`src/dsep_defines.svh`:
```
`ifndef DSEP_DEFINES_SVH
`define DSEP_DEFINES_SVH
// Register byte offsets
`define DSEP_OFF_CTRL     8'h00
`define DSEP_OFF_START    8'h04
`define DSEP_OFF_STATUS   8'h08
`define DSEP_OFF_RESULT   8'h0c
`define DSEP_OFF_MAXPER   8'h10
`define DSEP_OFF_LOG      8'h20
// Configuration field positions
`define DSEP_CFG_MODE     0
`define DSEP_CFG_INV      1
`define DSEP_CFG_DED      2
`define DSEP_CFG_PIN_LO   4
`define DSEP_CFG_PS_LO    8
`define DSEP_CFG_EXT      12
// Status field positions
`define DSEP_ST_BUSY      0
`define DSEP_ST_UPD       1
`define DSEP_ST_OVF       2
`define DSEP_ST_IDX_LO    8
// Reset values and log depth
`define DSEP_CFG_RST      16'h0000
`define DSEP_MAXPER_RST   16'hffff
`define DSEP_LOG_DEPTH    8
// Timing
`define DSEP_UNIT_NS      2000
`define DSEP_CLK_MHZ      50
`define DSEP_EXT_REF_MHZ  10
`define DSEP_BASE_CYC     (`DSEP_UNIT_NS * `DSEP_CLK_MHZ / (`DSEP_CLK_MHZ * 1000))
`define DSEP_EXT_CYC      (`DSEP_UNIT_NS * `DSEP_CLK_MHZ / (`DSEP_EXT_REF_MHZ * 1000))
`define DSEP_T_REQO_NS    75600
`define DSEP_T_FIN_NS     82800
`define DSEP_T_ORET_NS    42600
`define DSEP_T_RET_NS     49600
`define DSEP_REQO_CYC     (`DSEP_T_REQO_NS * `DSEP_CLK_MHZ / 1000)
`define DSEP_FIN_CYC      (`DSEP_T_FIN_NS * `DSEP_CLK_MHZ / 1000)
`define DSEP_ORET_CYC     (`DSEP_T_ORET_NS * `DSEP_CLK_MHZ / 1000)
`define DSEP_RET_CYC      (`DSEP_T_RET_NS * `DSEP_CLK_MHZ / 1000)
`endif

```
`src/dsep_pkg.sv`:
```
package dsep_pkg;
`include "dsep_defines.svh"

  typedef enum logic [6:0] {
    DSEP_IDLE   = 7'h01,
    DSEP_DELAY  = 7'h02,
    DSEP_FIRST  = 7'h04,
    DSEP_SECOND = 7'h08,
    DSEP_WAIT   = 7'h10,
    DSEP_RUN    = 7'h20,
    DSEP_RET    = 7'h40
  } dsep_state_e;

  typedef logic [15:0] dsep_word_t;

  typedef struct packed {
    dsep_state_e                          state;
    dsep_word_t                           cnt;
    logic [18:0]                          pre;
    dsep_word_t                           ctrlCnt;
    dsep_word_t                           result;
    dsep_word_t                           cfg;
    dsep_word_t                           maxPer;
    logic [12:0]                          lat;
    logic [12:0]                          apbCnt;
    logic [3:0]                           idx;
    logic [3:0]                           want;
    logic [`DSEP_LOG_DEPTH-1:0][15:0]     logMem;
    logic                                 lvlPrev;
    logic                                 discard;
    logic                                 upd;
    logic                                 ovf;
    logic                                 updPulse;
    logic                                 busy;
    logic                                 out0;
    logic                                 out1;
    logic                                 pready;
    logic                                 pslverr;
    logic [31:0]                          prdata;
  } dsep_state_s;
endpackage

```
`src/dsep_timer.sv`:
```
`timescale 1ns/100ps
`include "dsep_defines.svh"

// Operation
// RULE1: First integration lasts control count prescaled units
// RULE2: Second integration measured in same units
// RULE3: One counter drives mux, senses comparator
// RULE4: Comparator low level marks end
// RULE5: Inversion option flips comparator input sense
// RULE6: Conversion result is sixteen bits wide
// RULE7: Request with control count starts conversion
// RULE8: Control output toggles 75.6 us after request
// RULE9: Result biased negatively by control count
// RULE10: Update event once result is stored
// RULE11: Dedicated counter second pin, multiplexed first
// RULE12: Prescale 0 to 7, default 0
// RULE13: Run-time prescale overrides; extended 0..15 at 10MHz
// RULE14: Result read answers after 82.8 us
// RULE15: Edge log records high and low periods
// RULE16: Series starts at first rising edge
// RULE17: Any counter overflow stops edge logging
// RULE18: Two consecutive widths at least 104 us
// RULE19: Edge 26.4 us after start gets included
// RULE20: Return 42.6 us overflow, 49.6 us count
// RULE21: Period beyond maximum stops, fewer stored
// RULE22: Maximum period 1 to 65535, default 65535
// RULE23: Edge logging uses both counters
// RULE24: First measurement after reset discarded
// RULE25: Idle, first, second, latch, back to idle
// RULE26: Period is full count, then counter restarts
module dsep_timer #(
  parameter int RD_LAT_CYC = `DSEP_FIN_CYC
) (
  input  wire logic        clk_sys,
  input  wire logic        reset_n,
  input  wire logic        psel,
  input  wire logic        penable,
  input  wire logic        pwrite,
  input  wire logic [7:0]  paddr,
  input  wire logic [31:0] pwdata,
  output logic      [31:0] prdata,
  output logic             pready,
  output logic             pslverr,
  input  wire logic [3:0]  tcPinIn,
  output logic             ctrlOut0,
  output logic             ctrlOut1,
  output logic             updateEvt,
  output logic             busy
);
  import dsep_pkg::*;

  dsep_state_s r;
  dsep_state_s n;
  logic        lvl;
  logic        tick;
  logic        edgeSeen;
  logic        wrAcc;
  logic [32:0] rdWord;

  // Prescaled unit length minus one; legacy range masks the top bit
  function automatic logic [18:0] tcLimit(input dsep_word_t cfg);
    logic [3:0]  ps;
    logic [18:0] base;
    ps = cfg[`DSEP_CFG_EXT] ? cfg[`DSEP_CFG_PS_LO +: 4]
                            : {1'b0, cfg[`DSEP_CFG_PS_LO +: 3]}; // [RULE12]
    base = cfg[`DSEP_CFG_EXT] ? 19'(`DSEP_EXT_CYC)
                              : 19'(`DSEP_BASE_CYC); // [RULE13]
    return 19'(base << ps) - 19'd1; // [RULE1] [RULE2]
  endfunction

  function automatic logic [32:0] rdMux(input dsep_state_s s,
                                        input logic [7:0] a);
    logic [32:0] v;
    v = {1'b1, 32'h0000_0000};
    if (a >= `DSEP_OFF_LOG && a < 8'(`DSEP_OFF_LOG + 4 * `DSEP_LOG_DEPTH)
        && a[1:0] == 2'b00)
      v = {1'b1, 16'h0000, s.logMem[3'(a[4:2])]};
    else
      case (a)
        `DSEP_OFF_CTRL:   v = {1'b1, 16'h0000, s.cfg};
        `DSEP_OFF_START:  v = {1'b1, 16'h0000, s.ctrlCnt};
        `DSEP_OFF_STATUS: v = {1'b1, 20'h00000, s.idx, 5'h00, s.ovf,
                               s.upd, s.busy};
        `DSEP_OFF_RESULT: v = {1'b1, 16'h0000, s.result};
        `DSEP_OFF_MAXPER: v = {1'b1, 16'h0000, s.maxPer};
        default:          v = {1'b0, 32'h0000_0000};
      endcase
    return v;
  endfunction

  // Comparator sense, optionally inverted; upper pins force mux counter
  assign lvl = tcPinIn[r.cfg[`DSEP_CFG_PIN_LO +: 2]]
               ^ r.cfg[`DSEP_CFG_INV]; // [RULE5] [RULE3]
  assign tick     = (r.pre == tcLimit(r.cfg));
  assign edgeSeen = (lvl != r.lvlPrev);
  assign wrAcc    = psel & penable & pwrite & r.pready;
  assign rdWord   = rdMux(r, paddr);

  always_comb
  begin
    logic useDed;
    logic hi;
    useDed = 1'b0;
    hi = 1'b0;
    n = r;
    n.lvlPrev  = lvl;
    n.updPulse = 1'b0;
    n.pready   = 1'b0;
    n.pslverr  = 1'b0;
    n.pre      = tick ? 19'd0 : r.pre + 19'd1;

    // One wait state; result reads are held for the read latency
    if (psel && penable && !r.pready)
    begin
      if (!pwrite && paddr == `DSEP_OFF_RESULT
          && r.apbCnt != 13'(RD_LAT_CYC - 1))
        n.apbCnt = r.apbCnt + 13'd1; // [RULE14]
      else
      begin
        n.apbCnt  = 13'd0;
        n.pready  = 1'b1;
        n.prdata  = pwrite ? 32'h0000_0000 : rdWord[31:0];
        n.pslverr = ~rdWord[32];
      end
    end

    if (wrAcc)
      case (paddr)
        `DSEP_OFF_CTRL:
          if (!r.busy)
            n.cfg = pwdata[15:0]; // [RULE13]
        `DSEP_OFF_MAXPER:
          n.maxPer = (pwdata[15:0] == 16'h0000) ? 16'h0001
                                                : pwdata[15:0]; // [RULE22]
        `DSEP_OFF_STATUS:
        begin
          if (pwdata[`DSEP_ST_UPD])
            n.upd = 1'b0;
          if (pwdata[`DSEP_ST_OVF])
            n.ovf = 1'b0;
        end
        default:
          n.cfg = n.cfg;
      endcase

    case (r.state)
      DSEP_IDLE:
        // Starts while busy are dropped; edge log holds both counters
        if (wrAcc && paddr == `DSEP_OFF_START) // [RULE23]
        begin
          if (!r.cfg[`DSEP_CFG_MODE])
          begin
            n.ctrlCnt = pwdata[15:0]; // [RULE7]
            n.lat     = 13'(`DSEP_REQO_CYC - 1);
            n.state   = DSEP_DELAY; // [RULE25]
          end
          else
          begin
            n.want  = (pwdata[15:0] == 16'h0000) ? 4'd1 :
                      (pwdata[15:0] > 16'(`DSEP_LOG_DEPTH))
                      ? 4'(`DSEP_LOG_DEPTH) : pwdata[3:0];
            n.idx   = 4'd0;
            n.ovf   = 1'b0;
            n.state = DSEP_WAIT;
          end
        end
      DSEP_DELAY:
        if (r.lat == 13'd0)
        begin
          n.state = DSEP_FIRST; // [RULE8]
          n.cnt   = 16'h0000;
          n.pre   = 19'd0;
        end
        else
          n.lat = r.lat - 13'd1;
      DSEP_FIRST:
        if (tick)
        begin
          n.cnt = r.cnt + 16'h0001;
          if (r.cnt == r.ctrlCnt - 16'h0001)
          begin
            n.state = DSEP_SECOND; // [RULE1] [RULE25]
            n.cnt   = 16'h0000;
          end
        end
      DSEP_SECOND:
        if (!lvl) // [RULE4]
        begin
          n.state = DSEP_IDLE; // [RULE25]
          if (r.discard)
            n.discard = 1'b0; // [RULE24]
          else
          begin
            n.result   = r.cnt - r.ctrlCnt; // [RULE2] [RULE6] [RULE9]
            n.upd      = 1'b1; // [RULE10]
            n.updPulse = 1'b1;
          end
        end
        else if (tick)
        begin
          n.cnt = r.cnt + 16'h0001;
          if (r.cnt == 16'hffff)
          begin
            n.ovf   = 1'b1;
            n.state = DSEP_IDLE;
          end
        end
      DSEP_WAIT:
        if (lvl && !r.lvlPrev)
        begin
          n.state = DSEP_RUN; // [RULE16]
          n.cnt   = 16'h0000;
          n.pre   = 19'd0;
        end
      DSEP_RUN:
        if (edgeSeen)
        begin
          n.cnt = 16'h0000; // [RULE26]
          n.pre = 19'd0;
          if (r.discard)
            n.discard = 1'b0; // [RULE24]
          else
          begin
            n.logMem[r.idx[2:0]] = r.cnt; // [RULE15] [RULE26]
            n.idx = r.idx + 4'd1;
            if (r.idx + 4'd1 == r.want)
            begin
              n.lat   = 13'(`DSEP_RET_CYC - 1); // [RULE20]
              n.state = DSEP_RET;
            end
          end
        end
        else if (tick)
        begin
          n.cnt = r.cnt + 16'h0001;
          // Covers both the limit and a full 16-bit wrap
          if (r.cnt >= r.maxPer)
          begin
            n.ovf   = 1'b1; // [RULE17] [RULE21]
            n.lat   = 13'(`DSEP_ORET_CYC - 1); // [RULE20]
            n.state = DSEP_RET;
          end
        end
      DSEP_RET:
        if (r.lat == 13'd0)
          n.state = DSEP_IDLE;
        else
          n.lat = r.lat - 13'd1;
      default:
        n.state = DSEP_IDLE;
    endcase

    useDed = r.cfg[`DSEP_CFG_DED]
             && r.cfg[`DSEP_CFG_PIN_LO +: 2] == 2'b00; // [RULE11]
    hi     = (n.state == DSEP_FIRST); // [RULE3]
    n.out1 = hi & useDed; // [RULE11]
    n.out0 = hi & ~useDed;
    n.busy = (n.state != DSEP_IDLE);
  end

  always_ff @(posedge clk_sys or negedge reset_n)
    if (!reset_n)
    begin
      r         <= '0;
      r.state   <= DSEP_IDLE;
      r.cfg     <= `DSEP_CFG_RST; // [RULE12]
      r.maxPer  <= `DSEP_MAXPER_RST; // [RULE22]
      r.discard <= 1'b1;
    end
    else
      r <= n;

  assign prdata    = r.prdata;
  assign pready    = r.pready;
  assign pslverr   = r.pslverr;
  assign ctrlOut0  = r.out0;
  assign ctrlOut1  = r.out1;
  assign updateEvt = r.updPulse;
  assign busy      = r.busy;

  // Cycles spent in the current state, for the checks below
  logic [12:0] dwell;
  always_ff @(posedge clk_sys or negedge reset_n)
    if (!reset_n)
      dwell <= 13'd0;
    else if (n.state != r.state)
      dwell <= 13'd0;
    else if (dwell != 13'h1fff)
      dwell <= dwell + 13'd1;

  property p_reqDelay;
    @(posedge clk_sys) disable iff (!reset_n)
    (r.state == DSEP_DELAY && n.state == DSEP_FIRST)
      |-> dwell == 13'(`DSEP_REQO_CYC - 1);
  endproperty
  a_reqDelay: assert property (p_reqDelay) // [RULE8]
    else $error("control output toggle latency wrong");

  property p_firstLen;
    @(posedge clk_sys) disable iff (!reset_n)
    (r.state == DSEP_FIRST ##1 r.state == DSEP_SECOND)
      |-> $past(r.cnt) == r.ctrlCnt - 16'h0001 && $past(tick);
  endproperty
  a_firstLen: assert property (p_firstLen) // [RULE1]
    else $error("first integration ended at wrong count");

  property p_ctrlPin;
    @(posedge clk_sys) disable iff (!reset_n)
    (r.state == DSEP_FIRST) == (ctrlOut0 | ctrlOut1);
  endproperty
  a_ctrlPin: assert property (p_ctrlPin) // [RULE3]
    else $error("control output disagrees with integration phase");

  property p_dedPin;
    @(posedge clk_sys) disable iff (!reset_n)
    (r.cfg[`DSEP_CFG_DED] && r.cfg[`DSEP_CFG_PIN_LO +: 2] == 2'b00)
      |-> !ctrlOut0;
  endproperty
  a_dedPin: assert property (p_dedPin) // [RULE11]
    else $error("dedicated counter drove the first output pin");

  property p_result;
    @(posedge clk_sys) disable iff (!reset_n)
    updateEvt |-> r.upd && r.state == DSEP_IDLE
      && r.result == $past(r.cnt) - r.ctrlCnt;
  endproperty
  a_result: assert property (p_result) // [RULE9]
    else $error("update without biased result in place");

  property p_eoc;
    @(posedge clk_sys) disable iff (!reset_n)
    (r.state == DSEP_SECOND && !lvl) |=> r.state == DSEP_IDLE;
  endproperty
  a_eoc: assert property (p_eoc) // [RULE4]
    else $error("end of conversion not honoured");

  property p_discard;
    @(posedge clk_sys) disable iff (!reset_n)
    (r.discard && r.state == DSEP_SECOND && !lvl) |=> !updateEvt;
  endproperty
  a_discard: assert property (p_discard) // [RULE24]
    else $error("first measurement after reset was reported");

  property p_start;
    @(posedge clk_sys) disable iff (!reset_n)
    (r.state == DSEP_WAIT && lvl && !r.lvlPrev)
      |=> r.state == DSEP_RUN ##1 r.cnt == 16'h0000 || edgeSeen;
  endproperty
  a_start: assert property (p_start) // [RULE16]
    else $error("edge log did not start on rising edge");

  property p_maxStop;
    @(posedge clk_sys) disable iff (!reset_n)
    (r.state == DSEP_RUN && !edgeSeen && tick && r.cnt >= r.maxPer)
      |=> r.state == DSEP_RET && r.ovf
          && r.lat == 13'(`DSEP_ORET_CYC - 1);
  endproperty
  a_maxStop: assert property (p_maxStop) // [RULE21]
    else $error("period limit did not stop the log");

  property p_store;
    @(posedge clk_sys) disable iff (!reset_n)
    (r.state == DSEP_RUN && edgeSeen && !r.discard)
      |=> r.logMem[$past(r.idx[2:0])] == $past(r.cnt) && r.cnt == 16'h0000;
  endproperty
  a_store: assert property (p_store) // [RULE26]
    else $error("period not stored at terminating edge");

  property p_maxPer;
    @(posedge clk_sys) disable iff (!reset_n)
    r.maxPer != 16'h0000;
  endproperty
  a_maxPer: assert property (p_maxPer) // [RULE22]
    else $error("maximum period reached zero");
endmodule // dsep_timer

```
`config.mk`:
```
export PLATFORM = sky130hd
export DESIGN_NAME = dsep_timer
export DESIGN_NICKNAME = d
export VERILOG_FILES = /design/src/dsep_pkg.sv /design/src/dsep_timer.sv
export VERILOG_INCLUDE_DIRS = /design/src
export SDC_FILE = /design/constraint.sdc
export NUM_CORES = 1
export LEC_CHECK = 0
export BUFFER_PORTS_ARGS = -buffer_cell sky130_fd_sc_hd__buf_4
export CORE_ASPECT_RATIO = 0.8
export CORE_MARGIN = 1
export CORE_UTILIZATION = 55
export DETAILED_ROUTE_END_ITERATION = 10
export MAX_ROUTING_LAYER = met4
export PLACE_DENSITY_LB_ADDON = 0.25
export SLEW_MARGIN = 20
export SYNTH_ARGS = -nofsm -noshare
export SYNTH_HDL_FRONTEND = slang
export SYNTH_SLANG_ARGS = --single-unit
```
`constraint.sdc`:
```
create_clock -name clk_sys -period 10.18 [get_ports clk_sys]
set_input_delay 2.036 -clock clk_sys [delete_from_list [all_inputs] [get_ports clk_sys]]
set_output_delay 2.036 -clock clk_sys [all_outputs]
set_load 0.02 [all_outputs]
```
* Word-level counts from Yosys, hierarchy flattened *
Index checks and enable logic that the tools add are counted.

storage, ports and cells
  output and inout port bits = 38
  flip-flop bits (word level) = 310
  bits of input ports = 49
  word-level logic and storage cells = 203

operators by class
  magnitude comparators = 8
  reduce and logical (&&, ||, !) cells = 34
  mux-type cells = 74
  bitwise logic cells = 13
  shift-type cells = 1
  $add $sub $neg = 8
  equality and inequality tests = 35

operators by type and width
  operator               number
  $pmux 33 s5            1
  $bwmux 128             1
  $mux 13                9
  $mux 23                5
  $mux 42                2
  $pmux 16 s5            1
  $mux 34                2
  $mux 16                4
  $pmux 19 s3            1
  $mux 7                 7
  $pmux 7 s7             1
  $bmux 16 s3            1
  $demux 16 s3           1
  $pmux 13 s3            1
  $mux 19                2
  $mux 33                1
  $mux 32                1
  $mux 4                 6
  $ne 2x2->1 const B     12
  $add 19x1->19 const B  1
  $eq 19x19->1           1
  $shl 4x4->19           1
  $sub 19x1->19 const B  1
  $reduce_and 3->1       6
  55 further kinds       104

* Logic depth before layout (Yosys ltp) *
  depth in word-level cells = 9
  gate-level depth with buffers = 16
  gate-level depth less buffers = 12

* Worst setup path after synthesis *
Ideal clock, no wire load.

  kind = input port to flip-flop
  start = input tcPinIn[3]
  end = register r[79] (netlist name)
  required time = 10055 ps
  arrival = 4617 ps
  stages on the path = 10
  path buffers = 3
  setup time = 125 ps
  slack = 5438 ps
  cells stage by stage = mux4_2 xor2_1 ha_1 clkbuf_1 nor3_4 nand2b_2 buf_6 nor3b_4 buf_12 mux2_4

between the ends
  cells in the longest elaborated chain, start to end = 5

RTL lines
  element                            RTL line           source
  start: declaration                 dsep_timer.sv:44   input wire logic [3:0] tcPinIn,
  $bmux 1 s2                         dsep_timer.sv:92   assign lvl = tcPinIn[r.cfg[`DSEP_CFG_PIN_LO +: 2]]
  $mux 1                             dsep_timer.sv:92
  $xor 1x1->1                        dsep_timer.sv:92
  via lvl                            dsep_timer.sv:54   logic lvl;
  $ne 1x1->1                         dsep_timer.sv:95   assign edgeSeen = (lvl != r.lvlPrev);
  $reduce_and 3->1 (no source line)  n/a
  end signal: assignment             dsep_timer.sv:271  r <= n;
  end: declaration                   dsep_timer.sv:52   dsep_state_s r;

The timed path passes the listed nets, and every way through them passes these cells. The select of a mux whose other input is x is not followed.
A chain may end at the register's enable or synchronous reset.

* Worst setup path in the final report *
  start = input tcPinIn[3]
  end = register r[298] (netlist name)

between the ends
  cells in the longest elaborated chain, start to end = 6
  elaborated cells between the ends (all ways) = 11
  classes of those cells = eq/ne: 4; mux: 4; bitwise: 1; reduce/logical: 2

RTL lines
  element                                                                  RTL line
  $bmux 1 s2 *                                                             dsep_timer.sv:92
  $mux 1 *                                                                 dsep_timer.sv:92
  $xor 1x1->1 *                                                            dsep_timer.sv:92
  via lvl                                                                  dsep_timer.sv:54
  $ne 1x1->1 / $logic_and 1x1->1 (equally long branches)                   dsep_timer.sv:95, dsep_timer.sv:209
  $ne 3x3->1 (no source line) (tied with other cells)                      n/a
  $reduce_and 7->1 (no source line) / $pmux 16 s5 (equally long branches)  n/a

The timed path passes the listed nets; every way through them passes the cells marked *. The select of a mux whose other input is x is not followed.

==> impl_metrics.json <==
{
  "cp_cell_sequence": "buf_4 -> mux4_2 -> xor2_1 -> ha_1 -> nand2_1 -> nand2_1 -> o31ai_2 -> nor2_2 -> nand2_1 -> o21ai_0",
  "core_um2": 29500,
  "setup_slack_ns": 5.077,
  "synth_seq_area_share": 0.4454,
  "synthTopCellsByCount": "276 x dfrtp_1, 142 x nand2_1, 137 x o21ai_0, 103 x mux2_2, 96 x nor2_1",
  "drcViolationCount": 0,
  "diodes": 0,
  "crit_top_cell": "nand2_1",
  "dpl_cell_area_um2": 17080,
  "yosysWarnings": 0,
  "rr_worst_depth": 13,
  "synth.most_common_cell": "dfrtp_1",
  "path_delay_family": "simple AND/OR/NAND/NOR gates",
  "layout-drive-gt1-share": 0.2165,
  "timing.rr.end": "r[300]$_DFFE_PN0P_",
  "clockBufferDepth": 3,
  "ir_drop_uv": 122.9,
  "yosysUniqueCellTypes": 96,
  "grt_pass1_wl_um": 68410,
  "syn_inst": 1578,
  "syn_area_per_cell_um2": 10.50,
  "critPathMaxFanout": 15,
  "syn-cell-area_um2": 16570,
  "final_antenna_net_count": 0,
  "cts_setup_buffers": 0,
  "nets": 1668,
  "io_buffers": 54,
  "multi_input_area_um2": 8406,
  "fin_crit_sh": 0.5012,
  "stdcell_area_um2": 18090,
  "die_w_um": 196.0,
  "tightest_slew_ns": 1.052,
  "tns_ns": 0,
  "fin_skew_ns": 0.01131,
  "ctsHoldBuffers": 0,
  "worstSetupPathType": "in -> reg",
  "cellPowerDensity_nw_per_um2": 138.9,
  "clock_latency_ns": 0.56,
  "crit_start": "tcPinIn[3]",
  "grt_remaining_overflow": 0,
  "timing.critical_path.to": "r[298]$_DFFE_PN0P_",
  "worstSetupPathDepth": 10,
  "nFillCells": 2446,
  "preCtsSetupSlack_ns": 4.598,
  "critPathLaunchType": "primary input",
  "synth_flop_cell": "dfrtp_1",
  "cts_root_buf": "clkbuf_16",
  "arrival_ns": 5.53,
  "max_freq_mhz": 196.0,
  "vias": 12470,
  "cp-end-kind": "register",
  "dieArea_um2": 30820,
  "r2r_slack_ns": 5.81,
  "cts-resized-gates": 0,
  "critPathRequiredTime_ns": 10.60,
  "numCtsBuffers": 30,
  "io-pin-count": 87,
  "routabilityCongestion": 0.9576,
  "syn_to_final_growth_pct": 9.191,
  "area.sequential_um2": 7380,
  "antenna_found_initial": 0,
  "async_reset_ff_frac": 1.000,
  "grt_pass1_vias": 11730,
  "rows": 56,
  "maxSlewViolCount": 0,
  "die_h_um": 157.2,
  "synth_top_area_share": 0.4169,
  "max_stage_delay_ns": 0.84,
  "vias_per_cell": 6.205,
  "fin_crit_ns": 5.103,
  "hold_violations": 0,
  "cts_tree": "yes",
  "r2r_start": "r[230]$_DFFE_PN0P_",
  "wl_per_cell_um": 21.69,
  "route.final.wire_length_um": 43570,
  "grt_util_all_layers": 0.2985,
  "grt_max_degree": 118,
  "p_leak_nw": 8.284,
  "hold_path_class": "reg -> reg",
  "start_util": 0.5616,
  "outcome": "completed",
  "critPathBufInv": 1,
  "hpwlAfterDp_um": 30340,
  "synth-seq-cells": 294,
  "crit_slowest_cell": "o31ai_2",
  "detail_route.first_pass.iterations": 7,
  "drt-initial-drc-count": 1417,
  "rsz0062_at_grt": "false",
  "finalSetupViolations": 0,
  "relSlewSlack": 0.2921,
  "clock_sinks": 294,
  "synth_area_leaders": "dfrtp_1 42%, mux2_2 7.0%, mux4_2 5.4%, o21ai_0 4.1%, nand2_1 3.2%",
  "yosys.area.top_type": "dfrtp_1",
  "clk_pin_slew_ns": 0.07,
  "utilization": 0.6133,
  "synth_edf_count": 0,
  "htreeDepth": 1,
  "cap_viol_max_count": 0
}
-- cells by family after synthesis --
family,synth area share
simple gates,0.1484
compound gates,0.1265
flops,0.4454
buf+inv,0.05151
mux,0.1528
xor+xnor,0.04448
fa+ha+maj,0.03066
other cells,0.0002264
-- how the worst min path moves through the flow --
stage	startpoint	end	slack, ns	cells past startpoint
after CTS	r[243]$_DFFE_PN0P_	r[243]$_DFFE_PN0P_	0.48	2
after global routing	r[243]$_DFFE_PN0P_	r[243]$_DFFE_PN0P_	0.49	2
after detailed placement	r[243]$_DFFE_PN0P_	r[243]$_DFFE_PN0P_	0.47	2
after floorplan	r[243]$_DFFE_PN0P_	r[243]$_DFFE_PN0P_	0.44	2
after global placement	r[73]$_DFFE_PN0P_	r[73]$_DFFE_PN0P_	0.46	2
final	r[243]$_DFFE_PN0P_	r[243]$_DFFE_PN0P_	0.48	2
-- worst min-delay path, delay by kind of cell (launching register included) --
family           cells  cell delay (ns)
flip-flops           1             0.34
AND/OR/NAND/NOR      2             0.10
-- area by class of cell --
cell class | count | share of cell area
Multi-Input combinational cell | 1118 | 0.4647
Sequential cell | 294 | 0.4079
Clock buffer | 41 | 0.04772
Timing Repair Buffer | 75 | 0.03154
Tap cell | 406 | 0.02808
Inverter | 60 | 0.01245
Clock inverter | 15 | 0.007608
-- metal layers --
layer,global-route usage,wire length (µm),part of all wire
met5,-,0,0
met4,0.05246,673,0.015
met3,0.05335,3592,0.082
met2,0.4333,18820,0.43
met1,0.4422,20480,0.47
-- cells in the final DEF (no fill, tap or decap), types with 6 or more instances in the layout --
cell type | netlist | final
a21oi_1 | 42 | 42
a222oi_1 | 9 | 9
a22o_1 | 25 | 25
a22oi_1 | 8 | 8
a31oi_1 | 11 | 11
and2_1 | 6 | 6
and3_1 | 20 | 20
buf_4 | 35 | 74
clkbuf_16 | 0 | 31
clkinv_2 | 0 | 8
conb_1 | 1 | 16
dfrtp_1 | 276 | 276
dfstp_2 | 18 | 18
ha_1 | 39 | 39
inv_1 | 59 | 59
mux2_2 | 103 | 103
mux2_4 | 20 | 20
mux2i_1 | 17 | 17
mux4_2 | 40 | 40
nand2_1 | 142 | 142
nand2b_1 | 12 | 12
nand3_1 | 48 | 48
nand3b_1 | 7 | 7
nand4_1 | 19 | 19
nor2_1 | 96 | 96
nor2b_1 | 11 | 9
nor3_1 | 34 | 34
nor4_1 | 14 | 14
o21a_1 | 8 | 8
o21ai_0 | 137 | 137
o21ai_1 | 10 | 10
o22ai_1 | 10 | 10
o31ai_1 | 12 | 12
or2_2 | 8 | 8
or3_1 | 10 | 10
xnor2_1 | 39 | 39
xor2_1 | 38 | 38
-- stage by stage --
stage / power [mW] / std cells / hold WS (ns)
2_1_floorplan: 1.330 / 1593 / 0.4396
3_3_place_gp: 1.406 / 1953 / 0.4572
3_5_place_dp: 1.408 / 1953 / 0.4656
4_1_cts: 2.524 / 2009 / 0.4780
5_1_grt: 2.597 / 2009 / 0.4930
6_report: 2.513 / 2009 / 0.4771
-- flip-flops by register name (all words and copies together) (netlist names) --
signal,cells
pslverr,1
busy,1
ctrlOut0,1
prdata,16
r,272
ctrlOut1,1
updateEvt,1
pready,1
-- report_power, final --
part,switching (mW),internal (mW),total [mW]
sequential,0.0151,1.18,1.20
clock,0.483,0.643,1.13
combinational,0.131,0.0598,0.191
Power figures use the tool's default switching activity.
